**config.mk**
```make
export PLATFORM = sky130hd
export DESIGN_NAME = adc_control_result_logic
export DESIGN_NICKNAME = d
export VERILOG_FILES = /design/src/adc_pkg.sv /design/src/conv_clock_divider.sv /design/src/adc_control_result_logic.sv
export VERILOG_INCLUDE_DIRS = /design/src
export SDC_FILE = /design/constraint.sdc
export NUM_CORES = 1
export LEC_CHECK = 0
export ABC_AREA = 0
export BUFFER_PORTS_ARGS = -buffer_cell sky130_fd_sc_hd__buf_2
export CAP_MARGIN = 20
export CELL_PAD_IN_SITES_DETAIL_PLACEMENT = 0
export CELL_PAD_IN_SITES_GLOBAL_PLACEMENT = 1
export CORE_UTILIZATION = 41
export CTS_CLUSTER_DIAMETER = 150
export CTS_CLUSTER_SIZE = 25
export DETAILED_ROUTE_END_ITERATION = 7
export PLACE_DENSITY = 0.95
export SYNTH_ARGS = -nofsm -noshare
export SYNTH_HDL_FRONTEND = slang
export SYNTH_SLANG_ARGS = --single-unit
export TNS_END_PERCENT = 30
```
**constraint.sdc**
```tcl
create_clock -name clk_sys_i -period 3.7 [get_ports clk_sys_i]
set_clock_uncertainty 0.1 [all_clocks]
set_input_delay 0.37 -clock clk_sys_i [delete_from_list [all_inputs] [get_ports clk_sys_i]]
set_output_delay 0.37 -clock clk_sys_i [all_outputs]
set_load 0.02 [all_outputs]
```
**src/adc_defines.svh**
```systemverilog
// register offsets, field positions, reset values, channel codes and response codes of the converter control
`ifndef ADC_DEFINES_SVH
`define ADC_DEFINES_SVH

// register byte addresses on the bus
`define OFF_STATUS_CONTROL 8'h00
`define OFF_RESULT_HIGH 8'h04
`define OFF_RESULT_LOW 8'h08
`define OFF_PIN_ENABLES 8'h0c
`define OFF_CONFIG 8'h10

// status/control field positions
`define SC_DONE_BIT 7
`define SC_IRQ_EN_BIT 6
`define SC_CONT_BIT 5
`define SC_CHAN_MSB 4
`define SC_CHAN_LSB 0

// configuration field positions
`define CFG_EIGHT_BIT_SELECT_BIT 7
`define CFG_SGN_BIT 6
`define CFG_DJM_BIT 5
`define CFG_PRS_MSB 3
`define CFG_PRS_LSB 0

// reset values
`define SC_RESET 5'h1f
`define PE_RESET 8'h00
`define CFG_RESET 8'h00

// channel codes
`define CHAN_LAST_PIN 5'h07
`define CHAN_REF_HIGH 5'h1e
`define CHAN_REF_LOW 5'h1f

// axi response codes
`define RESP_OKAY 2'b00
`define RESP_SLVERR 2'b10

`endif

```
**src/adc_pkg.sv**
```systemverilog
// types shared by the converter control files
package adc_pkg;

  typedef enum logic [2:0]
  {
    CONV_IDLE = 3'b001,
    CONV_BUSY = 3'b010,
    CONV_WAIT_START = 3'b100
  } conv_state_t;

endpackage

```
**src/conv_clock_divider.sv**
```systemverilog
// prescaler producing the conversion clock enable pulse
`timescale 1ns/1ps

module conv_clock_divider
  import adc_pkg::*;
(
  input wire logic clk_sys_i,
  input wire logic nrst_i,
  input wire logic clear_i,
  input wire logic [3:0] prescale_i,
  output logic tick_o
);

  typedef struct packed
  {
    logic [4:0] count;
    logic tick;
  } div_state_t;

  div_state_t st;
  div_state_t next_st;

  // one tick every (prescale+1)*2 bus cycles
  always_comb
  begin
    next_st = st;
    next_st.tick = 1'b0;
    if (clear_i)
    begin
      next_st.count = 5'h00;
    end
    else if (st.count >= {prescale_i, 1'b1})
    begin
      next_st.count = 5'h00;
      next_st.tick = 1'b1;
    end
    else
    begin
      next_st.count = st.count + 5'h01;
    end
  end

  // registered state
  always_ff @(posedge clk_sys_i)
  begin
    if (!nrst_i)
    begin
      st <= '0;
    end
    else
    begin
      st <= next_st;
    end
  end

  assign tick_o = st.tick;

endmodule

```
**src/adc_control_result_logic.sv**
```systemverilog
// converter control, result formatting and axi4-lite register slave
//
// The address map and the AXI4-Lite register port were decided locally.
`timescale 1ns/1ps
`include "adc_defines.svh"

// Functional notes
// - writing status/control clears done, drops interrupt, starts new conversion
// - done flag is read-only and set at every conversion end
// - reading either result register clears the done flag
// - irq enable raises interrupt while done set; results already updated
// - system reset removes any pending interrupt
// - continuous mode restarts conversions back to back, updating results each time
// - single mode converts once per status/control write then idles
// - channel codes 00 to 07 select analog inputs zero to seven
// - codes 08-1d and 1f convert low reference, 1e high reference
// - left justified: result 9-2 in high 7-0, 1-0 in low 7-6
// - right justified: result 9-8 in high 1-0, 7-0 in low
// - eight-bit mode: result in high byte, low byte reads zero
// - ten-bit mode: the six unused result bits read zero
// - result registers are read-only, writes ignored
// - pin enable write aborts conversion without starting another
// - disabled pin converts low reference, giving an all-zero raw sample
// - pin enable register has one bit per pin, 1 dedicates to converter
// - signed left-justified output inverts the result msb
// - signed selection ignored in right-justified format
// - conversion clock is bus clock divided by twice (prescale plus one)
module adc_control_result_logic
  import adc_pkg::*;
(
  input wire logic clk_sys_i,
  input wire logic nrst_i,
  input wire logic [7:0] s_axi_awaddr_i,
  input wire logic s_axi_awvalid_i,
  output logic s_axi_awready_o,
  input wire logic [31:0] s_axi_wdata_i,
  input wire logic [3:0] s_axi_wstrb_i,
  input wire logic s_axi_wvalid_i,
  output logic s_axi_wready_o,
  output logic [1:0] s_axi_bresp_o,
  output logic s_axi_bvalid_o,
  input wire logic s_axi_bready_i,
  input wire logic [7:0] s_axi_araddr_i,
  input wire logic s_axi_arvalid_i,
  output logic s_axi_arready_o,
  output logic [31:0] s_axi_rdata_o,
  output logic [1:0] s_axi_rresp_o,
  output logic s_axi_rvalid_o,
  input wire logic s_axi_rready_i,
  output logic core_start_o,
  output logic [4:0] core_channel_o,
  output logic core_ref_high_o,
  output logic core_ref_low_o,
  output logic core_clk_en_o,
  input wire logic core_done_i,
  input wire logic [9:0] core_result_i,
  output logic [7:0] pin_analog_mode_o,
  output logic irq_o
);

  typedef struct packed
  {
    conv_state_t conv;
    logic done_flag;
    logic irq_en;
    logic cont;
    logic [4:0] chan;
    logic [7:0] pin_en;
    logic [7:0] cfg;
    logic [9:0] raw;
    logic [7:0] res_high;
    logic [7:0] res_low;
    logic start;
    logic have_aw;
    logic [7:0] awaddr;
    logic have_w;
    logic [31:0] wdata;
    logic [3:0] wstrb;
    logic bvalid;
    logic [1:0] bresp;
    logic rvalid;
    logic [31:0] rdata;
    logic [1:0] rresp;
  } ctrl_state_t;

  ctrl_state_t st;
  ctrl_state_t next_st;
  logic tick;
  logic do_write;
  logic do_read;
  logic sc_write;
  logic pe_write;
  logic res_read;
  logic pin_selected;
  logic pin_disabled;
  logic [9:0] eff_raw;
  logic [9:0] fmt_src;
  logic [7:0] fmt_high;
  logic [7:0] fmt_low;

  conv_clock_divider u_div
  (
    .clk_sys_i(clk_sys_i),
    .nrst_i(nrst_i),
    .clear_i(sc_write),
    .prescale_i(st.cfg[`CFG_PRS_MSB:`CFG_PRS_LSB]),
    .tick_o(tick)
  );

  // bus transfer decode: write fires once address and data are both held
  assign do_write = st.have_aw && st.have_w && !st.bvalid;
  assign do_read = s_axi_arvalid_i && !st.rvalid;
  assign sc_write = do_write && st.awaddr == `OFF_STATUS_CONTROL && st.wstrb[0];
  assign pe_write = do_write && st.awaddr == `OFF_PIN_ENABLES && st.wstrb[0];
  assign res_read = do_read && (s_axi_araddr_i == `OFF_RESULT_HIGH || s_axi_araddr_i == `OFF_RESULT_LOW);

  // pins 0-7 need their enable bit, else low reference
  assign pin_selected = st.chan <= `CHAN_LAST_PIN;
  assign pin_disabled = pin_selected && !st.pin_en[st.chan[2:0]];
  assign eff_raw = pin_disabled ? 10'h000 : core_result_i;
  // format the sample being latched, so results land on the same edge as done
  assign fmt_src = (st.conv == CONV_BUSY && core_done_i) ? eff_raw : st.raw;

  // result formatting from the sample being latched or the held one
  always_comb
  begin
    fmt_high = 8'h00;
    fmt_low = 8'h00;
    if (st.cfg[`CFG_EIGHT_BIT_SELECT_BIT])
    begin
      // eight-bit result lives in the high byte
      fmt_high = fmt_src[9:2];
      if (!st.cfg[`CFG_DJM_BIT] && st.cfg[`CFG_SGN_BIT])
      begin
        fmt_high[7] = ~fmt_src[9];
      end
    end
    else if (!st.cfg[`CFG_DJM_BIT])
    begin
      fmt_high = fmt_src[9:2];
      fmt_low = {fmt_src[1:0], 6'h00};
      if (st.cfg[`CFG_SGN_BIT])
      begin
        fmt_high[7] = ~fmt_src[9];
      end
    end
    else
    begin
      fmt_high = {6'h00, fmt_src[9:8]};
      fmt_low = fmt_src[7:0];
    end
  end

  // next-state logic for bus slave, registers and conversion sequencer
  always_comb
  begin
    next_st = st;
    next_st.start = 1'b0;
    // capture write address and data independently, in either order
    if (s_axi_awvalid_i && !st.have_aw)
    begin
      next_st.have_aw = 1'b1;
      next_st.awaddr = s_axi_awaddr_i;
    end
    if (s_axi_wvalid_i && !st.have_w)
    begin
      next_st.have_w = 1'b1;
      next_st.wdata = s_axi_wdata_i;
      next_st.wstrb = s_axi_wstrb_i;
    end
    if (st.bvalid && s_axi_bready_i)
    begin
      next_st.bvalid = 1'b0;
    end
    if (st.rvalid && s_axi_rready_i)
    begin
      next_st.rvalid = 1'b0;
    end
    // conversion sequencer
    unique case (st.conv)
      CONV_IDLE:
      begin
      end
      CONV_WAIT_START:
      begin
        // start strobe aligned to a conversion clock tick
        if (tick)
        begin
          next_st.start = 1'b1;
          next_st.conv = CONV_BUSY;
        end
      end
      CONV_BUSY:
      begin
        if (core_done_i)
        begin
          next_st.raw = eff_raw;
          // hardware sets done at each conversion end
          next_st.done_flag = 1'b1;
          next_st.conv = st.cont ? CONV_WAIT_START : CONV_IDLE;
        end
      end
    endcase
    // result read clears done; a completing conversion wins
    if (res_read && !(st.conv == CONV_BUSY && core_done_i))
    begin
      next_st.done_flag = 1'b0;
    end
    if (do_write)
    begin
      next_st.have_aw = 1'b0;
      next_st.have_w = 1'b0;
      next_st.bvalid = 1'b1;
      next_st.bresp = `RESP_OKAY;
      unique case (st.awaddr)
        `OFF_STATUS_CONTROL:
        begin
          if (st.wstrb[0])
          begin
            // clear done, drop irq, start a fresh conversion
            next_st.irq_en = st.wdata[`SC_IRQ_EN_BIT];
            next_st.cont = st.wdata[`SC_CONT_BIT];
            next_st.chan = st.wdata[`SC_CHAN_MSB:`SC_CHAN_LSB];
            next_st.done_flag = 1'b0;
            next_st.conv = CONV_WAIT_START;
            // a start launched now would belong to the cancelled conversion
            next_st.start = 1'b0;
          end
        end
        `OFF_PIN_ENABLES:
        begin
          if (st.wstrb[0])
          begin
            next_st.pin_en = st.wdata[7:0];
            // abort without restarting, even on a start tick
            next_st.conv = CONV_IDLE;
            next_st.start = 1'b0;
          end
        end
        `OFF_CONFIG:
        begin
          if (st.wstrb[0])
          begin
            next_st.cfg = st.wdata[7:0];
          end
        end
        `OFF_RESULT_HIGH, `OFF_RESULT_LOW:
        begin
        end
        default:
        begin
          next_st.bresp = `RESP_SLVERR;
        end
      endcase
    end
    if (do_read)
    begin
      next_st.rvalid = 1'b1;
      next_st.rresp = `RESP_OKAY;
      next_st.rdata = 32'h0000_0000;
      unique case (s_axi_araddr_i)
        `OFF_STATUS_CONTROL:
        begin
          next_st.rdata[7:0] = {st.done_flag, st.irq_en, st.cont, st.chan};
        end
        `OFF_RESULT_HIGH:
        begin
          next_st.rdata[7:0] = st.res_high;
        end
        `OFF_RESULT_LOW:
        begin
          next_st.rdata[7:0] = st.res_low;
        end
        `OFF_PIN_ENABLES:
        begin
          next_st.rdata[7:0] = st.pin_en;
        end
        `OFF_CONFIG:
        begin
          next_st.rdata[7:0] = st.cfg;
        end
        default:
        begin
          next_st.rresp = `RESP_SLVERR;
        end
      endcase
    end
    // result registers follow the raw sample and current format
    next_st.res_high = fmt_high;
    next_st.res_low = st.cfg[`CFG_EIGHT_BIT_SELECT_BIT] ? 8'h00 : fmt_low;
  end

  // synchronous reset clears state, pending interrupt included, except sequencer (loaded with CONV_IDLE) and channel code (loaded with 1f)
  always_ff @(posedge clk_sys_i)
  begin
    if (!nrst_i)
    begin
      st <= '0;
      st.conv <= CONV_IDLE;
      st.chan <= `SC_RESET;
      st.pin_en <= `PE_RESET;
      st.cfg <= `CFG_RESET;
    end
    else
    begin
      st <= next_st;
    end
  end

  // bus handshakes
  assign s_axi_awready_o = !st.have_aw;
  assign s_axi_wready_o = !st.have_w;
  assign s_axi_bvalid_o = st.bvalid;
  assign s_axi_bresp_o = st.bresp;
  assign s_axi_arready_o = !st.rvalid;
  assign s_axi_rvalid_o = st.rvalid;
  assign s_axi_rdata_o = st.rdata;
  assign s_axi_rresp_o = st.rresp;

  // reference routing for reserved codes and disabled pins
  assign core_start_o = st.start;
  assign core_channel_o = st.chan;
  assign core_ref_high_o = st.chan == `CHAN_REF_HIGH;
  assign core_ref_low_o = (!pin_selected && st.chan != `CHAN_REF_HIGH) || pin_disabled;
  assign core_clk_en_o = tick;
  assign pin_analog_mode_o = st.pin_en;

  assign irq_o = st.done_flag && st.irq_en;

endmodule

```
==> metrics.yaml, run 1 <==
status: "finished, final reports clean"
max_stage_delay_ns: 0.56
gr-total-overflow: 0
diodes: 0
crit_path_start_kind: "register"
place.gp.congestion: 0.798
hpwl_mm: 7.02
crit_required_ns: 3.23
die-height_um: 106
hold_viol: 0
ant_nets: 0
rsz0062_at_grt: "no"
die_area_um2: 11100
fin_crit_ns: 2.35
cts_setup_buffers: 0
ys_seq_area_frac: 0.414
cts_buffers: 9
synth_cell_type_count: 56
die_w_um: 106
root_buffer: "clkbuf_8"
area_delta_synth_final_pct: 10.2
postCtsHoldBufs: 0
grt.total_usage: 0.182
rows: 37
cts_max_level: 3
worstPathMaxFanout: 8
drc: 0
path_clk_slew_ns: 0.09
vias: 3450
max_freq_mhz: 426
nNetsFinal: 619
port_buffers: 75
grt_pass1_wl_mm: 15.8
cellLeakagePower_nw: 2.00
synth_cells: 502
slew_violations: 0
yosysWarnings: 0
crit_path_end_kind: "output port"
syn_avg_cell_area_um2: 8.76
io-pin-count: 129
vias_per_cell: 5.04
dp.cells: 669
period_share: 0.634
antenna_found_initial: 0
synth-seq-cells: 91
crit_chain: "mux2i_1 > nand3b_1 > and4_1 > a21oi_1 > buf_2"
drtIter0Drc: 224
fin_tns_setup_ns: 0
ir_worst_vdd_uv: 161
holdCritPathClass: "input pin to register"
finalSetupViolCount: 0
fin_cells: 685
ctsResizeCount: 0
worst_pin_slew_ns: 0.915
initial_core_util: 0.424
tritoncts: "yes"
synth_area_um2: 4400
crit_path_top_delay_cell: "dfxtp_1"
async_flop_share: 0
ys.flop_type: "dfxtp_1"
synth_edf_count: 0
core_um2: 10400
max_slew_margin: 0.389
grt_max_degree: 71
clk-insertion-delay-late_ns: 0.36
powerDensity_nw_per_um2: 434
critical_path_class: "register to output port"
cts.sink_count: 91
layout-drive-gt1-share: 0.193
grt_pass1_vias: 3217
arrival_ns: 1.88
drt_first_pass_iters: 4
drv_cap: 0
cts_buffer_depth: 2
wl_mm: 9.70
drt-wirelength-per-cell_um: 14.2
==> metal layers <==
metal  vias to the layer above  share of wire  GRT usage
li1                       1708              -          -
met1                      1608           0.45      0.231
met2                       115           0.47      0.293
met3                        19          0.055     0.0334
met4                         0          0.029      0.101
met5                         -              0          0
==> layout by cell type (no fill, tap or decap), drive strengths merged, types with 3 or more instances in the layout <==
cell and n:
o21a 5, ha 5, inv 10, a22oi 8
buf 81, o22ai 9, a21oi 16, bufinv 3
nand2b 4, a31oi 5, clkbuf 11, nor2 26
and2 6, dfxtp 91, o21ai 21, nand3 13
a2bb2oi 3, conb 26, nor2b 34, mux2i 37
or4 3, xor2 3, and3 5, a21boi 19
nand2 76
==> through the flow <==
stage / total power, W / cell area (um2) / worst slack [ns] / hold WS (ns) / util
after detailed placement: 0.00132 / 4600 / 1.13 / 0.366 / 0.444
final: 0.00210 / 4840 / 1.35 / 0.126 / 0.467
after CTS: 0.00212 / 4840 / 1.34 / 0.114 / 0.467
after global routing: 0.00219 / 4840 / 1.23 / 0.131 / 0.467
after global placement: 0.00131 / 4600 / 1.20 / 0.350 / 0.444
after floorplan: 0.00128 / 4490 / 1.69 / 0.330 / -
==> power by group <==
part           internal [W]  total, W  switching (W)
combinational     0.0000999  0.000242       0.000142
clock              0.000465  0.000808       0.000343
sequential          0.00102   0.00105      0.0000362
total               0.00158   0.00210       0.000521
==> critical path: cells and delay by family (launching register included) <==
kind                   cells  cell delay (ns)
DFF                        1             0.56
AOI/OAI and AO/OA          1             0.16
muxes                      1             0.24
and+or+nand+nor            2             0.38
buffers and inverters      1             0.18
==> cells in the mapped netlist (3+ instances only) <==
master | count | area [um2]
dfxtp_1 | 91 | 1820
nand2_1 | 75 | 282
buf_4 | 49 | 368
mux2i_1 | 37 | 370
nor2b_1 | 34 | 213
nor2_1 | 26 | 97.6
o21ai_0 | 20 | 100
clkbuf_1 | 19 | 71.3
a21boi_0 | 17 | 128
a21oi_1 | 16 | 80.1
nand3_1 | 12 | 60.1
inv_1 | 10 | 37.5
o22ai_1 | 9 | 56.3
a22oi_1 | 8 | 60.1
and2_1 | 6 | 37.5
a31oi_1 | 5 | 31.3
and3_1 | 5 | 31.3
ha_1 | 5 | 62.6
o21a_1 | 5 | 37.5
nand2b_1 | 4 | 25.0
a2bb2oi_1 | 3 | 26.3
buf_2 | 3 | 15.0
xor2_1 | 3 | 26.3
==> logic make-up after synthesis <==
kind of cell             Yosys count  synth area share
AO/OA/AOI/OAI                     92             0.135
XOR/XNOR                           5           0.00996
adder cells (fa/ha/maj)            5            0.0142
buffers and inverters             85             0.119
flip-flops                        91             0.414
multiplexers                      37            0.0843
other                              1          0.000853
AND/OR/NAND/NOR                  186             0.223
==> cell type report <==
cell class / count / area, um2
multi-input combinational: 351 / 2150
sequential: 91 / 1820
timing repair buffer: 81 / 420
inverter: 10 / 37.5
tap: 136 / 170
fill: 1004 / 5530
clock inverter: 5 / 100
clock buffer: 11 / 141
==> path summary, 6_finish.rpt <==
check | start | endpoint | slack, ns | cells past startpoint
max | core_channel_o[0] | core_ref_low_o | 1.35 | 5
min | s_axi_awvalid_i | st[83] | 0.13 | 3
max reg2reg | st[76] | st[136] | 1.37 | 5
min reg2reg | st[133] | st[133] | 0.38 | 2
==> registers in the layout, indices dropped and copies added, names as in the netlist, 5 cells and up <==
name and cells:
st 59, core_channel_o 5, pin_analog_mode_o 8, u_div.st 5, s_axi_rdata_o 8
Note: power is estimated with default switching activity, not from simulation.
==> inputs of run 2 (changes only) <==
--- a/config.mk
+++ b/config.mk
@@ -11,11 +11,11 @@
 export CAP_MARGIN = 20
 export CELL_PAD_IN_SITES_DETAIL_PLACEMENT = 0
 export CELL_PAD_IN_SITES_GLOBAL_PLACEMENT = 1
-export CORE_UTILIZATION = 41
+export CORE_UTILIZATION = 38
 export CTS_CLUSTER_DIAMETER = 150
 export CTS_CLUSTER_SIZE = 25
 export DETAILED_ROUTE_END_ITERATION = 7
-export PLACE_DENSITY = 0.95
+export PLACE_DENSITY = 0.92
 export SYNTH_ARGS = -nofsm -noshare
 export SYNTH_HDL_FRONTEND = slang
 export SYNTH_SLANG_ARGS = --single-unit
==> constraint.sdc (replaced) <==
create_clock -name clk_sys_i -period 2.27 [get_ports clk_sys_i]
set_clock_uncertainty 0.1 [all_clocks]
set_input_delay 0.227 -clock clk_sys_i [delete_from_list [all_inputs] [get_ports clk_sys_i]]
set_output_delay 0.227 -clock clk_sys_i [all_outputs]
set_load 0.02 [all_outputs]
==> run 2 against run 1 <==
Against the previous run:
- clock power is 78% higher
- first-iteration DRC count is 15% lower
- critical path type unchanged
- cell count is 1.6% higher
- non-clock buffer count is 7 higher
- final area is 2.4% higher
- critical path depth stayed put
- via count is 0.20% lower
- sequential share of layout area is 0.86 points lower
==> metrics.yaml, run 2 (synthesized netlist as in run 1, its figures left out) <==
powerDensity_nw_per_um2: 717  # was 434 nW/um2
io-pin-count: 129  # unchanged
place.gp.congestion: 0.816  # was 0.798
drt_first_pass_iters: 4  # unchanged
regMostFlops: "st"  # unchanged
rows: 38  # was 37
largest_reg_flops: 59  # unchanged
drc: 0  # unchanged
crit_path_top_delay_cell: "dfxtp_1"  # unchanged
fin_util: 0.449  # was 0.467
layout-drive-gt1-share: 0.203  # was 0.193
grt_pass1_vias: 3075  # was 3217
antenna_found_initial: 0  # unchanged
core_um2: 11000  # was 10400 um2
worstPathMaxFanout: 8  # unchanged
hp-start: "s_axi_awvalid_i"  # unchanged
final_cell_mix: "dfxtp_1 (91), nand2_1 (75), buf_2 (75)"  # unchanged
drtIter0Drc: 191  # was 224
critical_path_class: "register to output port"  # unchanged
cts_max_level: 3  # unchanged
grt_pass1_wl_mm: 15.1  # was 15.8 mm
drv_cap: 0  # unchanged
period_share: 0.944
slew_violations: 0  # unchanged
status: "finished, final reports clean"  # unchanged
cts_buffer_depth: 2  # unchanged
path_buf_inv: 1  # unchanged
hpwl_mm: 7.14  # was 7.02 mm
dp.cells: 680  # was 669
tritoncts: "yes"  # unchanged
cellLeakagePower_nw: 2.06  # was 2.00 nW
diodes: 0  # unchanged
fin_cells: 696  # was 685
max_freq_mhz: 467
gr-total-overflow: 0  # unchanged
port_buffers: 75  # unchanged
cp_top_family: "flip-flops"  # unchanged
worstReg2RegStart: "st[76]"  # unchanged
finalSetupViolCount: 0  # unchanged
vias: 3443  # was 3450
worstSetupStartpoint: "core_channel_o[0]"  # unchanged
crit_path_start_kind: "register"  # unchanged
max_stage_delay_ns: 0.54  # was 0.56 ns
vias_per_cell: 4.95  # was 5.04
cts_setup_buffers: 0  # unchanged
crit_path_end_kind: "output port"  # unchanged
rsz0062_at_grt: "no"  # unchanged
clk-insertion-delay-late_ns: 0.34  # was 0.36 ns
drt-wirelength-per-cell_um: 14.0  # was 14.2 um
max_slew_margin: 0.513  # was 0.389
fin_tns_setup_ns: 0  # unchanged
grt.total_usage: 0.167  # was 0.182
crit_chain: "mux2i_1 > nand3b_1 > and4_1 > a21oi_1 > buf_2"  # unchanged
die-height_um: 110  # was 106 um
hold_ws_ns: 0.0101  # was 0.126 ns
worst_pin_slew_ns: 0.726  # was 0.915 ns
wl_mm: 9.72  # was 9.70 mm
die_w_um: 110  # was 106 um
cts.sink_count: 91  # unchanged
layout_commonest_cell: "dfxtp_1"  # unchanged
crit_required_ns: 1.94  # was 3.23 ns
root_buffer: "clkbuf_16"  # was clkbuf_8
fill_cells: 1080  # was 1004
nNetsFinal: 626  # was 619
initial_core_util: 0.398  # was 0.424
area_delta_synth_final_pct: 12.8  # was 10.2%
cts_buffers: 9  # unchanged
path_clk_slew_ns: 0.06  # was 0.09 ns
hold_viol: 0  # unchanged
holdCritPathClass: "input pin to register"  # unchanged
ir_worst_vdd_uv: 326  # was 161 uV
die_area_um2: 12000  # was 11100 um2
ant_nets: 0  # unchanged
grt_max_degree: 69  # was 71
arrival_ns: 1.82  # was 1.88 ns
fin_crit_ns: 2.14
run 2: cell count changes in the layout (fill, tap and decap cells not counted), sizes merged:
cell / previous run / this run
buf: 81 / 88
clkbuf: 11 / 15
bufinv: 3 / 0
clkinv: 2 / 1
run 2: worst paths after layout:
| check | end | slack, ns | depth (start not counted) |
|---|---|---|---|
| setup reg to reg | core_channel_o[1] | 0.18 | 6 |
| hold reg to reg | u_div.st[1] | 0.38 | 1 |
| setup / recovery | core_ref_low_o | 0.13 | 5 |
| hold / removal | st[83] | 0.01 | 3 |
run 2: metal layers:
metal | vias to the layer above | track usage | share of wire
met5 | - | 0 | 0
met4 | 0 | 0.0676 | 0.017
met3 | 11 | 0.0421 | 0.053
met2 | 88 | 0.265 | 0.48
met1 | 1605 | 0.217 | 0.45
li1 | 1739 | - | -
run 2: timing repair:
| action | 4_1_cts | 5_1_grt |
|---|---|---|
| gates resized for setup | 0 | 1 |
| endpoints found under the setup margin | 0 | 2 |
| hold buffers | 0 | 0 |
run 2: layout make-up:
type	count	area, um2	share of cell area
Clock buffer	15	288	0.0581
Clock inverter	1	5.00	0.00101
Multi-Input combinational cell	351	2160	0.435
Tap cell	140	175	0.0353
Inverter	10	37.5	0.00757
Sequential cell	91	1820	0.368
Timing Repair Buffer	88	473	0.0954
run 2: power by group:
part | internal (W) | total [W] | leakage (nW) | switching, W
logic | 0.000165 | 0.000397 | 1.18 | 0.000232
clock network | 0.000861 | 0.00144 | 0.146 | 0.000578
registers | 0.00166 | 0.00172 | 0.739 | 0.0000559
total | 0.00269 | 0.00355 | 2.06 | 0.000866
run 2: metrics by stage:
| stage | setup slack, ns | total power [W] | area [um2] |
|---|---|---|---|
| final | 0.127 | 0.00355 | 4960 |
| after global routing | 0.0264 | 0.00370 | 4960 |
| after detailed placement | 0.0943 | 0.00215 | 4660 |
| after CTS | 0.0776 | 0.00358 | 4950 |
| after global placement | 0.130 | 0.00214 | 4660 |
| after floorplan | 0.264 | 0.00208 | 4490 |
run 2: tightest hold or removal path: stages:
cell    delay, ns
buf_2        0.09
nor2_1       0.03
nor2_1       0.07
